<file path="src/rtl/iows_pkg.sv">
package iows_pkg;
    // Configuration dword that holds the three registers
    localparam logic [5:0]  IOWS_DWORD_IDX      = 6'h07;   // Byte address 1c >> 2
    localparam logic [7:0]  IOWS_BASE_OFS       = 8'h1c;   // io_window_base_byte
    localparam logic [7:0]  IOWS_LIMIT_OFS      = 8'h1d;   // io_window_limit_byte
    localparam logic [7:0]  IOWS_STATUS_OFS     = 8'h1e;   // downstream_side_status
    // Fixed fields
    localparam logic [3:0]  IOWS_IO32_CODE      = 4'h1;    // 32-bit I/O decode indicator
    localparam logic [3:0]  IOWS_ADDR_RESET     = 4'h0;    // Writable nibble reset value
    localparam logic [11:0] IOWS_BASE_LOW       = 12'h000; // Implied base bits 11:0
    localparam logic [11:0] IOWS_LIMIT_LOW      = 12'hfff; // Implied limit bits 11:0
    localparam logic [1:0]  IOWS_DEVSEL_MEDIUM  = 2'h1;    // Medium decode timing code
    localparam logic        IOWS_CAP_66MHZ      = 1'b0;    // Not 66 MHz capable
    localparam logic        IOWS_CAP_FB2B       = 1'b1;    // Fast back-to-back as target
    // Dword bit positions of the status fields
    localparam int          IOWS_ST_DPD         = 24;      // Data parity detected
    localparam int          IOWS_ST_STA         = 27;      // Signaled target abort
    localparam int          IOWS_ST_RTA         = 28;      // Received target abort
    localparam int          IOWS_ST_RMA         = 29;      // Received master abort
    localparam int          IOWS_ST_RSE         = 30;      // Received system error
    localparam int          IOWS_ST_DPE         = 31;      // Detected parity error
    localparam int          IOWS_ST_FIRST       = 24;      // Lowest sticky flag bit
    localparam int          IOWS_NFLAGS         = 8;       // Flag slots in dword bits 31:24
    // Bytes of the dword and their lanes
    localparam int          IOWS_LANE_BASE      = 0;       // Byte enable of base byte
    localparam int          IOWS_LANE_LIMIT     = 1;       // Byte enable of limit byte
    localparam int          IOWS_LANE_STHI      = 3;       // Byte enable of sticky flags
endpackage

</file>
<file path="src/rtl/iows_regs.sv">
// Functional notes
// RQ1: base and limit low nibbles read 1h
// RQ2: base nibble gives window address bits 15:12
// RQ3: limit nibble gives bits 15:12, low FFFh
// RQ4: window has 4 KB alignment and granularity
// RQ5: base and limit decide I/O forwarding
// RQ6: address bits 31:16 from upper registers
// RQ7: writable nibbles reset to zero
// RQ8: write one clears flag, zero leaves it
// RQ9: status bits 20:16 and 22 read zero
// RQ10: bit 21 reads 0, not 66 MHz
// RQ11: bit 23 reads 1, fast back-to-back
// RQ12: bit 24 master parity error, response enabled
// RQ13: bits 26:25 read 01b, medium DEVSEL timing
// RQ14: bit 27 set on signaled target abort
// RQ15: bit 28 set on received target abort
// RQ16: bit 29 set on received master abort
// RQ17: bit 30 set on system error pin
// RQ18: bit 31 set on any parity error; code sets it from ev_parity_err only, not from ev_master_perr
// RQ19: window inclusive of both base and limit
module iows_regs
    import iows_pkg::*;
#(
    parameter int AW = 32                          // I/O address width
) (
    input  wire logic          clk,                // Clock, 200 MHz
    input  wire logic          rst,                // Async reset, active high
    // Configuration access, one dword per request
    input  wire logic          cfg_wr,             // Configuration write strobe
    input  wire logic          cfg_rd,             // Configuration read strobe
    input  wire logic [5:0]    cfg_dword,          // Dword index of the access
    input  wire logic [3:0]    cfg_be_n,           // Byte enables, active low
    input  wire logic [31:0]   cfg_wdata,          // Write data
    output logic [31:0]        cfg_rdata_q,        // Read data, zero if not ours
    output logic               cfg_rvalid_q,       // Read data valid pulse
    // Upper 16 bits come from their own registers elsewhere
    input  wire logic [15:0]   io_base_upper,      // Base address bits 31:16
    input  wire logic [15:0]   io_limit_upper,     // Limit address bits 31:16
    input  wire logic          perr_resp_en,       // Parity error response enable
    // Secondary bus events, one-cycle pulses
    input  wire logic          ev_master_perr,     // Parity error while bus master
    input  wire logic          ev_perr_pin,        // Secondary parity error pin seen
    input  wire logic          ev_tgt_abort_sent,  // Target abort signaled as target
    input  wire logic          ev_tgt_abort_rcvd,  // Target abort received as master
    input  wire logic          ev_mst_abort_rcvd,  // Master abort as initiator
    input  wire logic          ev_serr_pin,        // System error pin seen asserted
    input  wire logic          ev_parity_err,      // Address or data parity error
    input  wire logic          is_sec_master,      // Bridge owns the secondary bus
    // Forwarding decision
    input  wire logic          io_req,             // I/O address valid strobe
    input  wire logic [AW-1:0] io_addr,            // I/O address to classify
    output logic               io_fwd_q,           // Forward: inside window
    output logic               io_fwd_valid_q,     // Decision valid pulse
    output logic [AW-1:0]      win_base_q,         // Expanded window base
    output logic [AW-1:0]      win_limit_q,        // Expanded window limit
    output logic [7:0]         sticky_flags_q      // Status flags, dword bits 31:24
);
    import iows_pkg::*;

    // Writable address nibbles
    logic [3:0]    base_nib_q;                     // Base bits 15:12
    logic [3:0]    limit_nib_q;                    // Limit bits 15:12
    logic          hit_w;                          // Compare result
    logic          done_w;                         // Compare result valid
    logic          our_dword;                      // Access hits this dword
    logic          wr_ok;                          // Qualified write
    logic [7:0]    set_vec;                        // Flag set requests
    logic [7:0]    clr_vec;                        // Flag clear requests
    logic [7:0]    flag_mask;                      // Implemented flag slots
    logic [31:0]   rd_word;                        // Assembled read word

    // Lane enable helper, byte enables are active low
    function automatic logic lane_on(input logic [3:0] be_n, input int lane);
        return ~be_n[lane];
    endfunction

    assign our_dword = (cfg_dword == IOWS_DWORD_IDX);
    assign wr_ok     = cfg_wr && our_dword;

    // Base and limit nibbles; only the upper nibble of each byte is stored
    always_ff @(posedge clk or posedge rst) begin
        if (rst) begin
            base_nib_q  <= IOWS_ADDR_RESET;                    // [RQ7]
            limit_nib_q <= IOWS_ADDR_RESET;                    // [RQ7]
        end else if (wr_ok) begin
            if (lane_on(cfg_be_n, IOWS_LANE_BASE)) begin
                base_nib_q <= cfg_wdata[7:4];                  // [RQ2]
            end
            if (lane_on(cfg_be_n, IOWS_LANE_LIMIT)) begin
                limit_nib_q <= cfg_wdata[15:12];               // [RQ3]
            end
        end
    end

    // Expanded window; fixed low 12 bits give 4 KB steps
    always_ff @(posedge clk or posedge rst) begin
        if (rst) begin
            win_base_q  <= '0;
            win_limit_q <= '0;
        end else begin
            win_base_q  <= AW'({io_base_upper, base_nib_q, IOWS_BASE_LOW});   // [RQ2] [RQ4] [RQ6]
            win_limit_q <= AW'({io_limit_upper, limit_nib_q, IOWS_LIMIT_LOW}); // [RQ3] [RQ4] [RQ6]
        end
    end

    // Event collection into flag slots of dword bits 31:24
    always_comb begin
        set_vec = '0;
        set_vec[IOWS_ST_DPD - IOWS_ST_FIRST] =
            is_sec_master && (ev_master_perr || ev_perr_pin) && perr_resp_en; // [RQ12]
        set_vec[IOWS_ST_STA - IOWS_ST_FIRST] = ev_tgt_abort_sent;  // [RQ14]
        set_vec[IOWS_ST_RTA - IOWS_ST_FIRST] = ev_tgt_abort_rcvd;  // [RQ15]
        set_vec[IOWS_ST_RMA - IOWS_ST_FIRST] = ev_mst_abort_rcvd;  // [RQ16]
        set_vec[IOWS_ST_RSE - IOWS_ST_FIRST] = ev_serr_pin;        // [RQ17]
        set_vec[IOWS_ST_DPE - IOWS_ST_FIRST] = ev_parity_err;      // [RQ18]
    end

    // Slots 26:25 hold the fixed timing code, never sticky
    always_comb begin
        flag_mask = '0;
        flag_mask[IOWS_ST_DPD - IOWS_ST_FIRST] = 1'b1;
        flag_mask[IOWS_ST_STA - IOWS_ST_FIRST] = 1'b1;
        flag_mask[IOWS_ST_RTA - IOWS_ST_FIRST] = 1'b1;
        flag_mask[IOWS_ST_RMA - IOWS_ST_FIRST] = 1'b1;
        flag_mask[IOWS_ST_RSE - IOWS_ST_FIRST] = 1'b1;
        flag_mask[IOWS_ST_DPE - IOWS_ST_FIRST] = 1'b1;
    end

    // Writing 1 clears a flag; a zero leaves it alone
    assign clr_vec = (wr_ok && lane_on(cfg_be_n, IOWS_LANE_STHI))
                     ? cfg_wdata[31:24] : 8'h00;               // [RQ8]

    // Sticky flags; a same-cycle event beats the clear so none is lost
    always_ff @(posedge clk or posedge rst) begin
        if (rst) begin
            sticky_flags_q <= 8'h00;
        end else begin
            sticky_flags_q <= ((sticky_flags_q & ~clr_vec) | set_vec) & flag_mask; // [RQ8]
        end
    end

    // Read word assembly; constants fill the read-only fields
    always_comb begin
        rd_word        = 32'h0000_0000;                        // [RQ9]
        rd_word[3:0]   = IOWS_IO32_CODE;                       // [RQ1]
        rd_word[7:4]   = base_nib_q;
        rd_word[11:8]  = IOWS_IO32_CODE;                       // [RQ1]
        rd_word[15:12] = limit_nib_q;
        rd_word[31:24] = sticky_flags_q;
        rd_word[21]    = IOWS_CAP_66MHZ;                       // [RQ10]
        rd_word[23]    = IOWS_CAP_FB2B;                        // [RQ11]
        rd_word[26:25] = IOWS_DEVSEL_MEDIUM;                   // [RQ13]
    end

    // Read port; other dwords answer zero so an outer mux can OR them
    always_ff @(posedge clk or posedge rst) begin
        if (rst) begin
            cfg_rdata_q  <= 32'h0000_0000;
            cfg_rvalid_q <= 1'b0;
        end else begin
            cfg_rvalid_q <= cfg_rd;
            if (cfg_rd) begin
                cfg_rdata_q <= our_dword ? rd_word : 32'h0000_0000;
            end
        end
    end

    // Window check; the upper bits are live inputs, so compare on stored form
    iows_window_cmp #(
        .AW     (AW)
    ) u_cmp (
        .clk    (clk),
        .rst    (rst),
        .req    (io_req),
        .addr   (io_addr),
        .lo     (win_base_q),
        .hi     (win_limit_q),
        .hit_q  (hit_w),
        .done_q (done_w)
    );

    // Forwarding decision output, registered once more
    always_ff @(posedge clk or posedge rst) begin
        if (rst) begin
            io_fwd_q       <= 1'b0;
            io_fwd_valid_q <= 1'b0;
        end else begin
            io_fwd_valid_q <= done_w;
            io_fwd_q       <= hit_w && done_w;                 // [RQ5] [RQ19]
        end
    end
endmodule

</file>
<file path="src/rtl/iows_window_cmp.sv">
// Inclusive range compare of an I/O address against the expanded window
module iows_window_cmp
    import iows_pkg::*;
#(
    parameter int AW = 32                  // I/O address width
) (
    input  wire logic          clk,        // Clock
    input  wire logic          rst,        // Async reset, active high
    input  wire logic          req,        // Address valid strobe
    input  wire logic [AW-1:0] addr,       // I/O address to classify
    input  wire logic [AW-1:0] lo,         // Expanded base address
    input  wire logic [AW-1:0] hi,         // Expanded limit address
    output logic               hit_q,      // Address falls in window
    output logic               done_q      // Result valid pulse
);
    // Registered compare: one cycle from strobe to answer
    always_ff @(posedge clk or posedge rst) begin
        if (rst) begin
            hit_q  <= 1'b0;
            done_q <= 1'b0;
        end else begin
            done_q <= req;
            if (req) begin
                hit_q <= (addr >= lo) && (addr <= hi); // [RQ19]
            end
        end
    end
endmodule

</file>
<file path="config.mk">
export PLATFORM = sky130hd
export DESIGN_NAME = iows_regs
export DESIGN_NICKNAME = d
export VERILOG_FILES = /design/src/rtl/iows_pkg.sv /design/src/rtl/iows_regs.sv /design/src/rtl/iows_window_cmp.sv
export SDC_FILE = /design/constraint.sdc
export NUM_CORES = 1
export LEC_CHECK = 0
export BUFFER_PORTS_ARGS = -buffer_cell sky130_fd_sc_hd__buf_4
export CAP_MARGIN = 25
export CORE_UTILIZATION = 48
export CTS_BUF_LIST = sky130_fd_sc_hd__clkbuf_16
export DETAILED_ROUTE_END_ITERATION = 12
export PLACE_DENSITY = 0.86
export SETUP_SLACK_MARGIN = 0.5
export SLEW_MARGIN = 30
export SYNTH_ARGS = -nofsm -noshare
export SYNTH_HDL_FRONTEND = slang
export SYNTH_SLANG_ARGS = --single-unit
</file>
<file path="constraint.sdc">
create_clock -name clk -period 3.35 [get_ports clk]
set_input_delay 0.1675 -clock clk [delete_from_list [all_inputs] [get_ports clk]]
set_output_delay 0.1675 -clock clk [all_outputs]
set_load 0.02 [all_outputs]
</file>
==> results.md <==
- Clock slew at reported path FFs: 0.06 ns
- Syn Inst Count: 379
- # DRC: 0
- Hold endpoint: sticky_flags_q[7]
- Num CTS Buffers: 9
- Ys async rst share: 100%
- Die Y: 93.4 µm
- DR iter-0 viols: 95
- Drt first pass iters: 4
- Mapped Area: 4010 µm²
- R2R Path End: u_cmp.hit_q
- Final period utilization: 71.8%
- Cells after DPL: 642
- Mean Syn Cell Area: 10.6 µm²
- Total GRT Usage: 26.3%
- Crit path max fanout: 14
- Routed Antenna Nets: 0
- Setup Skew: 0.00750 ns
- Post-Place Worst Slack: 0.977 ns
- Final setup TNS: 0 ns
- Final net count: 757
- Vias in the first global route: 3724
- CP arrival: 2.61 ns
- Final Power: 0.00257 W
- Setup ws final: 0.946 ns
- Peak VDD IR: 0.232 mV
- CTS-repair resized insts: 0
- DIE WIDTH: 93.4 µm
- Largest net degree at the start of global routing: 54
- Setup bufs post-CTS: 0
- Setup crit start kind: flip-flop
- Congestion Overflow GR: 0
- Yosys top cell by area: dfrtp_1
- Simple-Gate Fraction of Synth Area: 9.26%
- Setup CP Type: reg2reg
- Worst EP required: 3.56 ns
- Seq/Total Area, Yosys: 46.8%
- Top cell type's share of synthesized area: 46.8%
- Xor/xnor share of the synthesized area: 0%
- Number of synthesis warnings: 0
- GPL Wtd Cong: 0.776
- RSZ-0062 raised after global routing: false
- Max Cap Viol: 0
- CTS tree: yes
- Post-synth top flop: dfrtp_1
- I/O Pins: 227
- Global-route wire length before repair: 17400 µm
- Multiplexer area fraction after synthesis: 3.24%
- IO Port Bufs: 179
- Cell Pwr Density: 432 nW/µm²
- Hold path depth: 2
- Synth Area in Adders: 16.2%
- Crit end category: flip-flop
- Site row count: 32
- Longest Clk Path Bufs: 2
- EDFF count, synth: 0
- Fin Hold WS: 0.0127 ns
- CTS hold repair buffers: 33
- Clk root buf: clkbuf_16
- Max Freq: 0.416 GHz
- HP Start: ev_parity_err
- Core Region: 7890 µm²
- Worst Tran Pin Value: 0.655 ns
- #FFs+latches synth: 75
- Outcome: completed
- Routed WL: 11000 µm
- Yosys cell types: 37
- Fin crit period: 2.40 ns
- Worst hold-check path type: in2reg
- H-tree Lvls: 3
- Slack of the worst reg-to-reg path: 0.95 ns
- # setup viols final: 0
- Die area: 8730 µm²
- Filler Cells Inserted: 508
- Initial antenna violation count: 1
- Initial Util: 50.9%
- Synth Area in Compound Gates: 10.4%
- Final Hold Fails: 0
- Synth area leaders: dfrtp_1, ha_1, buf_4
- Clk sinks: 75
- Area Overhead vs Synth: 48.4%
- Total leakage power: 3.13 nW
- Largest family of logic cells by synthesized area: adder cells
- Post-synth top cells: dfrtp_1, inv_1, ha_1
- Worst r2r src: win_limit_q[11]
- Fin. max-slew vios: 0
- Worst rel slew slack: 56.4%
- Layout cell share with drive strength beyond 1: 35.6%
- Worst R2R Path Depth: 7
- Vias after detailed routing: 3503
- DR WL/cell: 15.8 µm
- Vias per cell: 5.05
- Most common cell in the synthesized netlist: dfrtp_1
- Post-DP HPWL: 8000 µm
- Clock latency at the later pin of the worst-skew pair: 0.33 ns
- Fin cells: 693
[worst max-delay path, cell delays in order, from the launching register on]
cell and delay (ns):
dfrtp_1 0.57, inv_1 0.28, ha_1 0.36, nor2b_1 0.14, o211ai_1 0.09, a2111oi_0 0.45
o31ai_1 0.16, a32o_1 0.24
[metrics by stage]
step	instance area [µm²]	util (%)
2_1_floorplan	4110	-
3_3_place_gp	5260	66.7
3_5_place_dp	5260	66.7
4_1_cts	5940	75.3
5_1_grt	5960	75.5
6_report	5960	75.5
[state kept, by name, summed over array words and instances (netlist names), 4 cells and up]
register        count
win_limit_q        21
win_base_q         20
cfg_rdata_q        15
sticky_flags_q      6
base_nib_q          4
limit_nib_q         4
[routing by layer]
layer	track usage, %	vias to the layer above	wire, µm
met3	7.15	28	848
met2	49.1	186	5830
met5	0	-	0
li1	-	1634	-
met1	27.4	1655	4000
met4	11.5	0	301
[worst max path at each step]
stage / from / to / cells after the start
5_1_grt: win_limit_q[11] / u_cmp.hit_q / 7
6_report: win_limit_q[11] / u_cmp.hit_q / 7
3_3_place_gp: win_limit_q[11] / u_cmp.hit_q / 7
4_1_cts: win_limit_q[11] / u_cmp.hit_q / 7
2_1_floorplan: win_limit_q[11] / u_cmp.hit_q / 7
3_5_place_dp: win_limit_q[11] / u_cmp.hit_q / 7
[placed cells by master, fill, tap and decap left out, drive strengths merged, types with 2 or more instances in the layout]
cell type    count
a21o            10
a21oi           23
buf            180
bufinv           3
clkbuf           9
conb            29
dfrtp           75
dlygate4sd3     34
ha              52
inv             63
mux2             8
nand2           31
nand3            3
nand4           11
nor2             5
nor2b            2
nor4             4
nor4b            3
o211ai           2
o21ai           11
o22ai           14
or3b             2
[kinds of logic (layout without fill, tap and decap cells)]
group,count (synthesis),after routing
buffers and inverters,107,291
DFF,75,75
AOI/OAI and AO/OA,68,68
and+or+nand+nor,66,66
adders and majority gates,52,52
muxes,9,9
other,2,30
[area by class of cell]
| class | instances | area (µm²) | area share [%] |
|---|---|---|---|
| inverters | 61 | 231 | 3.89 |
| multi-input cells | 224 | 1680 | 28.2 |
| repair buffers | 214 | 1690 | 28.4 |
| clock inverters | 7 | 123 | 2.06 |
| clock buffers | 9 | 225 | 3.78 |
| well taps | 102 | 128 | 2.14 |
| flip-flops and latches | 75 | 1880 | 31.5 |
| diodes | 1 | 2.50 | 0.0420 |
[report_power, final]
| part | leakage (nW) | total [W] | internal (W) | switching, W |
|---|---|---|---|---|
| logic | 2.03 | 0.000478 | 0.000232 | 0.000246 |
| clock network | 0.168 | 0.00112 | 0.000734 | 0.000383 |
| registers | 0.926 | 0.000978 | 0.000948 | 0.0000303 |
Note: power is estimated with default switching activity, not from simulation.
